`src/core/rstctl_pkg.sv`:
```
// constants and types of the chip reset and watchdog controller
package rstctl_pkg;
  // -----------------------------------------------------------
  // register indices (byte address is four times the index)
  // -----------------------------------------------------------
  localparam logic [13:0] option_control_idx = 14'h0094;
  localparam logic [13:0] software_command_idx = 14'h0097;
  localparam logic [13:0] bandgap_comparator_select_idx = 14'h00c2;
  localparam logic [13:0] bandgap_data_idx = 14'h00c3;
  localparam logic [13:0] auxiliary_control_one_idx = 14'h00f8;
  localparam logic [13:0] flash_config_high_byte_idx = 14'h3fff;
  localparam logic [13:0] reset_cause_status_idx = 14'h0100;
  localparam logic [13:0] reset_cause_mask_idx = 14'h0101;
  // -----------------------------------------------------------
  // reset values and field positions
  // -----------------------------------------------------------
  localparam logic [7:0] option_control_rst = 8'hc1;
  localparam logic [7:0] bandgap_comparator_select_rst = 8'h00;
  localparam logic [7:0] auxiliary_control_one_rst = 8'h00;
  localparam logic [15:0] flash_config_word_rst = 16'h0000;
  localparam logic [7:0] software_reset_command = 8'h56;
  localparam int watchdog_prescale_sel_bit = 2;
  localparam int watchdog_clear_bit = 3;
  localparam int low_volt_reset_two_enable_bit = 7;
  localparam int comparator_result_bit = 7;
  localparam int pin_reset_enable_bit = 14;
  localparam int watchdog_reset_enable_bit = 12;
  localparam logic [16:0] watchdog_long_count = 17'h10000;
  localparam logic [16:0] watchdog_short_count = 17'h08000;
  // cause bits: pin, software, watchdog, lvr one, lvr two
  localparam int cause_width = 5;
  localparam int cause_pin = 0;
  localparam int cause_sw = 1;
  localparam int cause_wdt = 2;
  localparam int cause_low_voltage_reset_one = 3;
  localparam int cause_low_voltage_reset_two = 4;
  // -----------------------------------------------------------
  // timing
  // -----------------------------------------------------------
  localparam int clock_khz = 200000;
  localparam int warmup_ms = 20;
  localparam int warmup_cycles = warmup_ms * clock_khz;
  localparam int slow_rc_khz = 80;
  localparam int slow_rc_div = clock_khz / slow_rc_khz;
  localparam int pin_low_ticks = 2;
  typedef enum logic [1:0] {
    st_warmup, st_load, st_run, st_hold
  } seq_state_type;
endpackage : rstctl_pkg

```
`src/core/chip_reset_watchdog.sv`:
```
// chip reset sequencer, watchdog and reset control registers
//
// Chosen here: the APB slave port.
`timescale 1ns/1ps
module chip_reset_watchdog #(
  parameter int warmup_count = rstctl_pkg::warmup_cycles,
  parameter int slow_div = rstctl_pkg::slow_rc_div
) (
  input wire logic pclk,
  input wire logic presetn,
  input wire logic psel,
  input wire logic penable,
  input wire logic pwrite,
  input wire logic [15:0] paddr,
  input wire logic [31:0] pwdata,
  output logic [31:0] prdata,
  output logic pready,
  output logic pslverr,
  input wire logic [15:0] flash_config_word,
  input wire logic ext_reset_in_low,
  input wire logic battery_below_low_voltage_reset_one,
  input wire logic comparator_result,
  input wire logic system_clock_tick,
  input wire logic cpu_halted,
  output logic chip_reset,
  output logic comparator_enable,
  output logic [3:0] comparator_divider_select,
  output logic irq
);
  import rstctl_pkg::*;

  // -----------------------------------------------------------
  // helpers
  // -----------------------------------------------------------
  // 111x is undefined, treated like disabled so no false trip
  function automatic logic divider_valid(input logic [3:0] sel);
    divider_valid = (sel != 4'h0) && (sel[3:1] != 3'h7);
  endfunction : divider_valid

  localparam logic [22:0] warmup_last = 23'(warmup_count - 1);
  localparam logic [15:0] slow_last = 16'(slow_div - 1);

  seq_state_type state_q;
  logic [22:0] warm_q;
  logic [15:0] slow_cnt_q;
  logic slow_tick_q;
  logic [15:0] cfg_q;
  logic [7:0] option_q;
  logic [7:0] bgsel_q;
  logic [7:0] auxiliary_control_one_q;
  logic cmp_q;
  logic [1:0] pin_hist_q;
  logic [16:0] wdt_q;
  logic wdt_ovf;
  logic [cause_width-1:0] status_q;
  logic [cause_width-1:0] mask_q;
  logic [cause_width-1:0] cause;
  logic wr_done;
  logic sfr_rst;
  logic [13:0] idx;
  logic pin_trig;
  logic sw_trig;
  logic wdt_trig;
  logic low_voltage_reset_two_trig;
  logic any_level;
  logic wdt_clr;

  assign idx = paddr[15:2];
  assign wr_done = psel && penable && pready && pwrite;
  assign sfr_rst = (state_q != st_run);

  // -----------------------------------------------------------
  // slow rc tick divider
  // -----------------------------------------------------------
  always_ff @(posedge pclk or negedge presetn) begin
    if (!presetn) begin
      slow_cnt_q <= 16'h0000;
      slow_tick_q <= 1'b0;
    end else begin
      slow_tick_q <= (slow_cnt_q == slow_last);
      if (slow_cnt_q == slow_last) begin
        slow_cnt_q <= 16'h0000;
      end else begin
        slow_cnt_q <= slow_cnt_q + 16'h0001;
      end
    end
  end

  // -----------------------------------------------------------
  // reset sources
  // -----------------------------------------------------------
  // pin sampled on slow ticks
  always_ff @(posedge pclk or negedge presetn) begin
    if (!presetn) begin
      pin_hist_q <= 2'h3;
    end else if (slow_tick_q) begin
      pin_hist_q <= {pin_hist_q[0], ext_reset_in_low};
    end
  end

  assign pin_trig = cfg_q[pin_reset_enable_bit] && (pin_hist_q == 2'h0);
  assign sw_trig = wr_done && (idx == software_command_idx) &&
                   (pwdata[7:0] == software_reset_command);
  assign wdt_trig = wdt_ovf && cfg_q[watchdog_reset_enable_bit];
  assign low_voltage_reset_two_trig = bgsel_q[low_volt_reset_two_enable_bit] &&
                     divider_valid(bgsel_q[3:0]) && !cmp_q;
  assign cause = {low_voltage_reset_two_trig, battery_below_low_voltage_reset_one, wdt_trig, sw_trig,
                  pin_trig};
  // pin and lvr one keep the chip held; lvr two (enable cleared in hold) and pulses only start a hold
  assign any_level = pin_trig || battery_below_low_voltage_reset_one || low_voltage_reset_two_trig;

  // -----------------------------------------------------------
  // sequencer
  // -----------------------------------------------------------
  // warm-up hold then config load
  // merged sources, release on slow tick
  always_ff @(posedge pclk or negedge presetn) begin
    if (!presetn) begin
      state_q <= st_warmup;
      warm_q <= 23'h000000;
    end else begin
      unique case (state_q)
        st_warmup: begin
          if (warm_q == warmup_last) begin
            state_q <= st_load;
          end else begin
            warm_q <= warm_q + 23'h000001;
          end
        end
        st_load: begin
          state_q <= st_hold;
        end
        st_run: begin
          if ((|cause) || battery_below_low_voltage_reset_one) begin
            state_q <= st_hold;
          end
        end
        st_hold: begin
          if (slow_tick_q && !any_level) begin
            state_q <= st_run;
          end
        end
      endcase
    end
  end

  always_ff @(posedge pclk or negedge presetn) begin
    if (!presetn) begin
      cfg_q <= flash_config_word_rst;
    end else if (state_q == st_load) begin
      cfg_q <= flash_config_word;
    end
  end

  // -----------------------------------------------------------
  // control registers
  // -----------------------------------------------------------
  // defaults forced while chip reset holds
  always_ff @(posedge pclk or negedge presetn) begin
    if (!presetn) begin
      option_q <= option_control_rst;
      bgsel_q <= bandgap_comparator_select_rst;
      auxiliary_control_one_q <= auxiliary_control_one_rst;
    end else if (sfr_rst) begin
      option_q <= option_control_rst;
      bgsel_q <= bandgap_comparator_select_rst;
      auxiliary_control_one_q <= auxiliary_control_one_rst;
    end else if (wr_done) begin
      if (idx == option_control_idx) begin
        option_q <= pwdata[7:0];
      end
      if (idx == bandgap_comparator_select_idx) begin
        bgsel_q <= pwdata[7:0];
      end
      // clear bit is a strobe and never stays set
      if (idx == auxiliary_control_one_idx) begin
        auxiliary_control_one_q <= pwdata[7:0] & ~(8'h01 << watchdog_clear_bit);
      end
    end
  end

  always_ff @(posedge pclk or negedge presetn) begin
    if (!presetn) begin
      cmp_q <= 1'b0;
      comparator_enable <= 1'b0;
      comparator_divider_select <= 4'h0;
    end else begin
      cmp_q <= comparator_result;
      // 0000 and 111x leave comparator off
      comparator_enable <= divider_valid(bgsel_q[3:0]);
      comparator_divider_select <= bgsel_q[3:0];
    end
  end

  // -----------------------------------------------------------
  // watchdog
  // -----------------------------------------------------------
  assign wdt_clr = wr_done && (idx == auxiliary_control_one_idx) &&
                   pwdata[watchdog_clear_bit];
  // prescale bit picks the overflow count
  assign wdt_ovf = system_clock_tick && !cpu_halted &&
                   (state_q == st_run) && !wdt_clr &&
                   (wdt_q == (option_q[watchdog_prescale_sel_bit] ?
                    watchdog_short_count : watchdog_long_count) - 17'h1);

  always_ff @(posedge pclk or negedge presetn) begin
    if (!presetn) begin
      wdt_q <= 17'h00000;
    end else if (sfr_rst || wdt_clr || wdt_ovf) begin
      wdt_q <= 17'h00000;
    end else if (system_clock_tick && !cpu_halted) begin
      wdt_q <= wdt_q + 17'h00001;
    end
  end

  // -----------------------------------------------------------
  // reset cause status and interrupt
  // -----------------------------------------------------------
  // a new cause wins over a write-one-to-clear in the same cycle
  always_ff @(posedge pclk or negedge presetn) begin
    if (!presetn) begin
      status_q <= '0;
      mask_q <= '0;
    end else begin
      if (wr_done && (idx == reset_cause_status_idx)) begin
        status_q <= (status_q & ~pwdata[cause_width-1:0]) |
                    (state_q == st_run ? cause : '0);
      end else if (state_q == st_run) begin
        status_q <= status_q | cause;
      end
      if (wr_done && (idx == reset_cause_mask_idx)) begin
        mask_q <= pwdata[cause_width-1:0];
      end
    end
  end

  always_ff @(posedge pclk or negedge presetn) begin
    if (!presetn) begin
      irq <= 1'b0;
      chip_reset <= 1'b1;
    end else begin
      irq <= |(status_q & mask_q);
      chip_reset <= sfr_rst;
    end
  end

  // -----------------------------------------------------------
  // apb slave, one wait state per access
  // -----------------------------------------------------------
  always_ff @(posedge pclk or negedge presetn) begin
    if (!presetn) begin
      pready <= 1'b0;
      pslverr <= 1'b0;
      prdata <= 32'h00000000;
    end else begin
      pready <= psel && penable && !pready;
      pslverr <= 1'b0;
      prdata <= 32'h00000000;
      if (psel && penable && !pready) begin
        unique case (idx)
          option_control_idx: prdata[7:0] <= option_q;
          software_command_idx: prdata[7:0] <= 8'h00;
          bandgap_comparator_select_idx: prdata[7:0] <= bgsel_q;
          bandgap_data_idx: prdata[comparator_result_bit] <= cmp_q;
          auxiliary_control_one_idx: prdata[7:0] <= auxiliary_control_one_q;
          flash_config_high_byte_idx: prdata[7:0] <= cfg_q[15:8];
          reset_cause_status_idx: prdata[cause_width-1:0] <= status_q;
          reset_cause_mask_idx: prdata[cause_width-1:0] <= mask_q;
          default: pslverr <= 1'b1;
        endcase
      end
    end
  end
endmodule : chip_reset_watchdog

```
`config.mk`:
```
export PLATFORM = sky130hd
export DESIGN_NAME = chip_reset_watchdog
export DESIGN_NICKNAME = d
export VERILOG_FILES = /design/src/core/rstctl_pkg.sv /design/src/core/chip_reset_watchdog.sv
export SDC_FILE = /design/constraint.sdc
export NUM_CORES = 1
export LEC_CHECK = 0
export BUFFER_PORTS_ARGS = -buffer_cell sky130_fd_sc_hd__buf_2
export CORE_MARGIN = 4
export CORE_UTILIZATION = 55
export DETAILED_ROUTE_END_ITERATION = 10
export PLACE_DENSITY = 0.85
export SKIP_CTS_REPAIR_TIMING = 1
export SLEW_MARGIN = 25
export SYNTH_ARGS = -nofsm -noshare
export SYNTH_HDL_FRONTEND = slang
export SYNTH_SLANG_ARGS = --single-unit
```
`constraint.sdc`:
```
create_clock -name pclk -period 1.71 [get_ports pclk]
set_input_delay 0.171 -clock pclk [delete_from_list [all_inputs] [get_ports pclk]]
set_output_delay 0.171 -clock pclk [all_outputs]
set_load 0.005 [all_outputs]
```
==> out/metrics.cfg, run 1 <==
[synthesis]
async_flop_share_pct = 100
syn_area_mm2 = 0.00584
synth_mux_area_share_pct = 8.34
synth_top_flop_cell = dfrtp_1
synth_compound_area_share_pct = 4.76
ys_seq_area_share_pct = 51.6
syn_inst = 522
syn_avg_cell_area_um2 = 11.2
synth_edf_count = 0
synth_cell_types = 54
yosys.area_share.xor_xnor_pct = 7.65
yosys.area_share.simple_pct = 21.7
yosysWarnings = 0
synthAdderAreaFrac_pct = 0.643
synth_top_family_by_area = simple AND/OR/NAND/NOR gates
ys_seq_elements = 120

[floorplanning]
fp.dieH_um = 111
design.core.area_mm2 = 0.0103
die_area_mm2 = 0.0123
fp.dieW_um = 111
num_rows = 37
ios = 115
start_util_pct = 56.6

[clocking]
h-tree-depth = 4
cts_tree = built
cts_buffers = 17
clk_pin_slew_worst_paths_ns = 0.06
clkLatencyLatePin_ns = 0.53
clockBufferDepth = 2
cts_sinks = 120
clockRootBuffer = clkbuf_8

[route]
routedWlPerCell_um = 19.0
drt_iter0_markers = 496
drt_wl_total_um = 14800
detailroute.via_count = 4510
wl_met2_um = 7460
dr.max_layer_used = met4
drcViolationCount = 0
final_antenna_net_count = 0
wl_met1_um = 5810
viasPerCell = 5.78
drt_first_pass_iters = 5
routed-wl-met3_um = 1090

[setup_path]
start_kind = flip-flop
crit_path_cell_trace = nor4b_2 > nand4_1 > nor3_2 > buf_4 > nor4_2 > xor2_1
ff2ff_setup_slack_ns = 0.07
end_kind = flip-flop
arrival_ns = 2.04
critPathBufInv = 1
crit_path_max_fanout = 6
crit_required_ns = 2.10
crit_type = reg -> reg
crit_path_max_incr_delay_ns = 0.40
reg2reg_from = warm_q[13]
crit_slowest_cell = dfrtp_1
r2r_end = warm_q[21]
reg2reg_depth = 6
cp_top_family = simple AND/OR/NAND/NOR gates
path_depth = 6

[place]
dpl.hpwl_um = 9270
dpl_cell_area_mm2 = 0.00638
finalWeightedCongestion = 0.886
io_buffer_count = 56
pre_cts_slack_ns = -0.126

[global_route]
grt_pass1_wl_um = 23600
grt_pass1_vias = 4607
track_usage_pct = 23.8
antenna_found_initial = 0
grt_max_degree = 49
overflow = 0

[layout]
drive_gt1_share_pct = 28.0
insertedDiodeCount = 0
fin_area_mm2 = 0.00723
area_delta_synth_final_pct = 23.9
nNetsFinal = 708

[timing]
fin_ws_ns = 0.0659
fmax_mhz = 608
layout_min_cycle_time_ns = 1.64
fin_worst_skew_ns = 0.00809
setup_viol = 0
hold_ws_ns = -0.0193
slew_headroom_pct = 67.1
drv_slew = 0
tightest_slew_ns = 0.487
post-route-period-util_pct = 96.1
hold_viol_final = 3
rsz0062_at_grt = yes

[pwr]
p_leak_nw = 3.25
vdd_drop_max_mv = 0.786
powerDensity_mw_per_mm2 = 933

[worst_hold_path]
hold_depth = 3
hold_class = in -> reg
hold_end = option_q[5]
hold_start = pwdata[5]

[job]
maxCapViolations = 0

[status]
violations = negative hold slack
status = finished with violations

[how the worst max path moves through the flow]
stage                      end        from
floorplan           warm_q[15]  warm_q[17]
global placement    state_q[0]    paddr[2]
detailed placement  state_q[0]   paddr[10]
CTS                 warm_q[21]  warm_q[17]
global route        warm_q[21]  state_q[1]
finish              warm_q[21]  warm_q[13]
[metal layers]
layer / global-route usage (%) / vias to the layer above
met5: 0 / -
met4: 9.33 / 0
met3: 6.60 / 45
met2: 39.5 / 204
met1: 29.6 / 2231
li1: - / 2030
[synthesized netlist by cell type, drive strengths merged, types with 5 or more instances]
cell type  number  area [um2]
xor2           28         245
and3           12        80.1
a222oi          9        90.1
xnor2          23         201
dfrtp         114        2850
buf            36         260
nor2           62         240
and2            7        43.8
mux2           21         236
nand4          18         119
a21oi          11        55.1
and4            9        78.8
nor4           14         173
mux2i          25         250
a22oi           5        37.5
nand2          35         131
clkbuf          5        18.8
nand3          20         110
inv             8        30.0
nor3b           6        56.3
nor4b           6        52.6
nor2b           6        37.5
dfstp           6         158
nor3            7        40.0
[kinds of logic (layout without fill, tap and decap cells)]
group / count (synthesis) / in the layout
AND/OR/NAND/NOR: 215 / 216
flip-flops: 120 / 120
XOR/XNOR: 51 / 51
buffers and inverters: 49 / 147
multiplexers: 46 / 46
AO/OA/AOI/OAI: 37 / 37
adder cells (fa/ha/maj): 3 / 3
other: 1 / 24
[layout make-up]
type                    count  area [um2]
clock inverters            14         173
fillers                   679        3090
inverters                   8        30.0
well taps                 136         170
clock buffers              18         428
multi-input cells         377        2670
repair buffers            107         756
flip-flops and latches    120        3010
[power by group]
part	switching [W]	internal [W]
Clock	0.00136	0.00226
Sequential	0.0000114	0.00285
Combinational	0.000161	0.000104
[worst min-delay path: stages]
cell	delay, ns
buf_2	0.13
mux2i_1	0.09
nor2_1	0.08
[stage by stage]
stage / TNS, ns / power (W) / util (%) / instances / hold slack [ns]
2_1_floorplan: 0 / 0.00301 / - / 545 / -0.125
3_3_place_gp: 0 / 0.00313 / 61.8 / 727 / 0.0645
3_5_place_dp: -0.626 / 0.00314 / 61.8 / 727 / 0.0659
4_1_cts: -0.577 / 0.00675 / 67.6 / 759 / -0.485
5_1_grt: -0.0918 / 0.00695 / 70.1 / 780 / 0.00712
6_report: 0 / 0.00675 / 70.1 / 780 / -0.0193
[registers in the layout, indices dropped and copies added, names as in the netlist, 2 cells and up]
name                       cells
option_q                       8
comparator_divider_select      4
cfg_q                          8
auxiliary_control_one_q        7
warm_q                        23
mask_q                         5
slow_cnt_q                    16
wdt_q                         17
prdata                         8
state_q                        2
status_q                       5
pin_hist_q                     2
bgsel_q                        8
[placed cells by master (no fill, tap or decap), types with 10 or more instances in the layout]
cell / count
nand3_1: 17
buf_4: 32
xnor2_1: 23
buf_2: 55
mux2_2: 21
mux2i_1: 25
nor2_1: 60
a21oi_1: 11
nand2_1: 34
dlygate4sd3_1: 16
xor2_1: 28
and3_1: 10
clkbuf_16: 16
nand4_1: 17
conb_1: 24
dfrtp_1: 113
Power figures use the tool's default switching activity.
==> inputs of run 2 (changes only) <==
--- a/config.mk
+++ b/config.mk
@@ -9,6 +9,7 @@
 export CORE_MARGIN = 4
 export CORE_UTILIZATION = 55
 export DETAILED_ROUTE_END_ITERATION = 10
+export GPL_TIMING_DRIVEN = 0
 export PLACE_DENSITY = 0.85
 export SKIP_CTS_REPAIR_TIMING = 1
 export SLEW_MARGIN = 25
==> run 2 against run 1 <==
The run ends with negative setup slack left; utilization increased by 1.9 points; via count rose by 1.7%; clock power rose by 2%; die area stayed put; power increased by 1.6%.
==> out/metrics.cfg, run 2 (synthesis gave the netlist of run 1 again) <==
[status]
status = finished with violations
violations = negative setup slack

[global_route]
antenna_found_initial = 0
overflow = 0
grt_max_degree = 66
track_usage_pct = 21.9
grt.met3_usage_pct = 6.93
use_met2_pct = 36.6
met1_usage_pct = 27.2
grt_busiest_layer = met2
grt_pass1_vias = 4622
grt_pass1_wl_um = 22100

[place]
pre_cts_slack_ns = -0.165
finalWeightedCongestion = 0.870
dpl.hpwl_um = 8950
dpl_cell_area_mm2 = 0.00641
io_buffer_count = 56

[layout]
fin_area_mm2 = 0.00743
insertedDiodeCount = 0
layout_commonest_cell = dfrtp_1
largest_reg_flops = 23
top_regs = warm_q: 23 flops, wdt_q: 17 flops, slow_cnt_q: 16 flops
nNetsFinal = 728
area_delta_synth_final_pct = 27.3
regMostFlops = warm_q
drive_gt1_share_pct = 30.4
layout_common_cells = 112 x dfrtp_1, 57 x nor2_1, 57 x buf_2

[timing]
fin_worst_skew_ns = 0.00861
fmax_mhz = 521
drv_slew = 0
hold_ws_ns = 0.0133
rsz0062_at_grt = yes
post-route-period-util_pct = 112
fin_ws_ns = -0.210
tns_ns = -3.87
slew_headroom_pct = 55.1
tightest_slew_ns = 0.669
layout_min_cycle_time_ns = 1.92
setup_viol = 30
hold_viol_final = 0

[job]
maxCapViolations = 0

[worst_hold_path]
hold_class = in -> reg

[clocking]
h-tree-depth = 4
cts_tree = built
cts_buffers = 17
clkLatencyLatePin_ns = 0.52
clockRootBuffer = clkbuf_8
clk_pin_slew_worst_paths_ns = 0.06
cts_sinks = 120
clockBufferDepth = 2

[setup_path]
cp_top_family = simple AND/OR/NAND/NOR gates
arrival_ns = 2.31
crit_required_ns = 2.10
start_kind = flip-flop
crit_path_cell_trace = nor4b_2 > nand4_1 > nor3_4 > buf_6 > nor3_1 > xor2_1
crit_type = reg -> reg
critPathBufInv = 1
crit_slowest_cell = dfrtp_1
crit_path_max_fanout = 5
crit_path_max_incr_delay_ns = 0.41
end_kind = flip-flop

[route]
final_antenna_net_count = 0
drt_wl_total_um = 14300
viasPerCell = 5.73
drt_first_pass_iters = 5
routedWlPerCell_um = 17.9
drt_iter0_markers = 329
detailroute.via_count = 4586
drcViolationCount = 0

[floorplanning]
start_util_pct = 56.6
ios = 115
fp.dieW_um = 111
design.core.area_mm2 = 0.0103
fp.dieH_um = 111
die_area_mm2 = 0.0123
num_rows = 37

[pwr]
vdd_drop_max_mv = 0.597
p_leak_nw = 3.37
powerDensity_mw_per_mm2 = 923

==> run 2: changes by cell type in the layout (fill, tap and decap cells not counted), sizes merged, moves of 2 or more <==
cell	previous run	this run
clkbuf	18	26
buf	91	105
clkinvlp	5	3
inv	10	8
==> run 2: final timing paths <==
| path | from | endpoint | slack [ns] | depth (start not counted) |
|---|---|---|---|---|
| hold / removal | pwdata[1] | mask_q[1] | 0.01 | 2 |
| min in group asynchronous | presetn | wdt_q[9] | 0.21 | 2 |
| hold reg to reg | bgsel_q[0] | comparator_divider_select[0] | 0.48 | 0 |
| setup / recovery | warm_q[17] | warm_q[15] | -0.21 | 6 |
| setup reg to reg | warm_q[17] | warm_q[15] | -0.21 | 6 |
| max in group asynchronous | presetn | pin_hist_q[1] | 0.76 | 3 |
==> run 2: area by class of cell <==
type | count | area, um2
Buffer | 40 | 292
Clock buffer | 20 | 435
Multi-Input combinational cell | 376 | 2720
Inverter | 8 | 30.0
Tap cell | 136 | 170
Clock inverter | 12 | 175
Timing Repair Buffer | 88 | 597
Sequential cell | 120 | 3010
Fill cell | 646 | 2890
==> run 2: report_power, final <==
part | switching (W) | leakage [nW] | internal (W) | total, W
clock network | 0.00130 | 0.291 | 0.00240 | 0.00370
registers | 0.0000103 | 1.60 | 0.00286 | 0.00287
logic | 0.000163 | 1.48 | 0.000133 | 0.000295
==> run 2: per-stage QoR <==
stage          total power, W  utilization [%]  instances
2_1_floorplan         0.00301                -        545
3_3_place_gp          0.00316             61.8        737
3_5_place_dp          0.00317             62.1        738
4_1_cts               0.00684             68.0        770
5_1_grt               0.00707             72.0        800
6_report              0.00686             72.0        800
==> run 2: layer usage <==
metal  vias up  share of wire, %
met3        44               7.1
met4         0               2.8
met1      2272                40
li1       2068                 -
met5         -                 0
met2       202                51
==> inputs of run 3 (changes only) <==
--- a/config.mk
+++ b/config.mk
@@ -5,9 +5,10 @@
 export SDC_FILE = /design/constraint.sdc
 export NUM_CORES = 1
 export LEC_CHECK = 0
+export ABC_AREA = 1
 export BUFFER_PORTS_ARGS = -buffer_cell sky130_fd_sc_hd__buf_2
 export CORE_MARGIN = 4
-export CORE_UTILIZATION = 55
+export CORE_UTILIZATION = 56
 export DETAILED_ROUTE_END_ITERATION = 10
 export GPL_TIMING_DRIVEN = 0
 export PLACE_DENSITY = 0.85
==> run 3 against run 2 <==
The run ends with negative hold slack left; die area increased by 6.1%; register-to-register slack improved by 0.25 ns; routed wire length increased by 9.7%; critical path depth increased by 5; combinational power decreased by 14%; sequential power about the same; via count increased by 26%; largest cell class unchanged; highest routed layer unchanged.
==> out/metrics.cfg, run 3 <==
[status]
status = finished with violations
violations = negative hold slack

[timing]
drv_slew = 0
post-route-period-util_pct = 97.8
layout_min_cycle_time_ns = 1.67
slew_headroom_pct = 63.0
fin_ws_ns = 0.0376
hold_ws_ns = -0.00876
setup_viol = 0
hold_viol_final = 1
rsz0062_at_grt = yes
tightest_slew_ns = 0.555
fin_worst_skew_ns = 0.00700
fmax_mhz = 598

[worst_hold_path]
hold_start = ext_reset_in_low
hold_class = in -> reg
hold_depth = 3

[route]
final_antenna_net_count = 0
routedWlPerCell_um = 14.5
detailroute.via_count = 5796
drt_first_pass_iters = 9
drcViolationCount = 0
drt_iter0_markers = 489
drt_wl_total_um = 15700
viasPerCell = 5.36

[clocking]
clkLatencyLatePin_ns = 0.42
cts_buffers = 17
clockBufferDepth = 2
h-tree-depth = 4
clockRootBuffer = clkbuf_16
cts_sinks = 120
clk_pin_slew_worst_paths_ns = 0.06
cts_tree = built

[layout]
stdcell_count = 1081
finish.utilization_pct = 72.5
layout_common_cells = 215 x nand2_1, 113 x dfrtp_1, 98 x inv_1
seq_area_mm2 = 0.00301
drive_gt1_share_pct = 20.9
largest_reg_flops = 23
regMostFlops = warm_q
area_delta_synth_final_pct = 25.1
multi_input_area_mm2 = 0.00291
nNetsFinal = 1005
fill_cells = 782
insertedDiodeCount = 0
layout_commonest_cell = nand2_1
top_regs = warm_q: 23 flops, wdt_q: 17 flops, slow_cnt_q: 16 flops

[pwr]
powerDensity_mw_per_mm2 = 896
p_int_w = 0.00559
p_seq_share_pct = 40.3
clockPowerShare_pct = 56.2
p_leak_nw = 3.92
p_switching_w = 0.00151
sw_frac_of_total_pct = 21.3
p_total_w = 0.00710
comb_power_share_pct = 3.6
vdd_drop_max_mv = 0.714

[global_route]
track_usage_pct = 23.5
antenna_found_initial = 0
grt_max_degree = 62
grt_pass1_wl_um = 24400
grt_pass1_vias = 5319
overflow = 0

[synthesis]
yosysMostFrequentCell = nand2_1
yosysTopAreaCellShare_pct = 45.0
syn_avg_cell_area_um2 = 7.88
syn_inst = 804
syn_area_mm2 = 0.00634
synth_common_cells = 216 x nand2_1, 114 x dfrtp_1, 100 x nor2_1
yosys-top-cells-area = dfrtp_1 45%, nand2_1 13%, nor2_1 5.9%
synth_top_flop_cell = dfrtp_1
ys_seq_elements = 120
ys_seq_area_share_pct = 47.5
synth_cell_types = 42
async_flop_share_pct = 100
yosysWarnings = 0
synth_edf_count = 0
yosysTopAreaCell = dfrtp_1

[floorplanning]
start_util_pct = 57.9
ios = 115
fp.dieW_um = 114
fp.dieH_um = 114
num_rows = 38
die_area_mm2 = 0.0131
design.core.area_mm2 = 0.0109

[place]
pre_cts_slack_ns = -0.112
dp.cells = 1024
dpl.hpwl_um = 10100
finalWeightedCongestion = 0.927
io_buffer_count = 56

[job]
maxCapViolations = 0

[setup_path]
start_kind = flip-flop
crit_slowest_cell = dfrtp_1
crit_path_cell_trace = ha_4 > nand2_4 > nor3_4 > nand3_2 > nand2_4 > inv_6 > buf_8 > nand2_8 > nor2_4 > nand2_1 > nand2_1
reg2reg_from = warm_q[0]
crit_type = reg -> reg
reg2reg_depth = 11
cp_top_family = simple AND/OR/NAND/NOR gates
r2r_end = warm_q[10]
path_depth = 11
crit_end = warm_q[10]
arrival_ns = 1.97
ff2ff_setup_slack_ns = 0.04
crit_required_ns = 2.01
crit_path_max_incr_delay_ns = 0.40
critPathBufInv = 2
crit_start = warm_q[0]
end_kind = flip-flop
crit_path_max_fanout = 5

[run 3: cell count changes in the layout (fill, tap and decap cells not counted), sizes merged, moves of 21 or more]
cell and delta:
o21ai +56, nor2 +41, mux2i -25, inv +95, nand2 +188, nor3 +21
nand3 +23
[run 3: worst min path at each step]
| stage | slack (ns) | to |
|---|---|---|
| final | -0.009 | pin_hist_q[0] |
| after detailed placement | 0.19 | slow_cnt_q[0] |
| after global placement | 0.28 | cmp_q |
| after CTS | -0.25 | slow_cnt_q[0] |
| after floorplan | -0.12 | auxiliary_control_one_q[0] |
| after global routing | 0.01 | pin_hist_q[0] |
[run 3: power groups by stage]
stage          sequential [W]  clock, W  combinational, W
6_report              0.00286   0.00399          0.000255
5_1_grt               0.00286   0.00415          0.000288
4_1_cts               0.00286   0.00401          0.000243
3_5_place_dp          0.00291         0          0.000242
3_3_place_gp          0.00291         0          0.000230
2_1_floorplan         0.00291         0          0.000101
[run 3: layout make-up]
class | instances | area share, %
buffer | 32 | 3.01
clock buffer | 18 | 5.54
clock inverter | 14 | 2.81
inverter | 104 | 5.05
multi-input combinational | 571 | 36.7
sequential | 120 | 38.0
tap | 140 | 2.21
timing repair buffer | 82 | 6.74
[run 3: kinds of logic (layout without fill, tap and decap cells)]
group | after synthesis | in the layout | share of synthesized area, %
buf+inv | 136 | 250 | 9.95
other cells | 1 | 24 | 0.0592
xor+xnor | 30 | 30 | 4.27
flops | 120 | 120 | 47.5
simple gates | 430 | 430 | 29.8
fa+ha+maj | 3 | 3 | 0.592
mux | 6 | 6 | 1.07
compound gates | 78 | 78 | 6.79
[run 3: layer usage]
metal | global-route usage, % | up-vias | wire [um]
met2 | 38.7 | 272 | 7660
met1 | 30.4 | 2688 | 6220
met5 | 0 | - | 0
li1 | - | 2771 | -
met4 | 9.26 | 0 | 595
met3 | 5.23 | 65 | 1220
[run 3: worst reg2reg max path, stage by stage (launching register included)]
cell and delay [ns]:
dfrtp_1 0.40, ha_4 0.17, nand2_4 0.06, nor3_4 0.24, nand3_2 0.12, nand2_4 0.12, inv_6 0.05, buf_8 0.14
nand2_8 0.08, nor2_4 0.03, nand2_1 0.08, nand2_1 0.05
[run 3: per-stage QoR]
step                      cell area [um2]  TNS (ns)
after floorplan                      6420         0
after global placement               6880   -112.44
after detailed placement             6910    -0.650
after CTS                            7570     -1.60
after global routing                 7930    -0.210
final                                7930         0
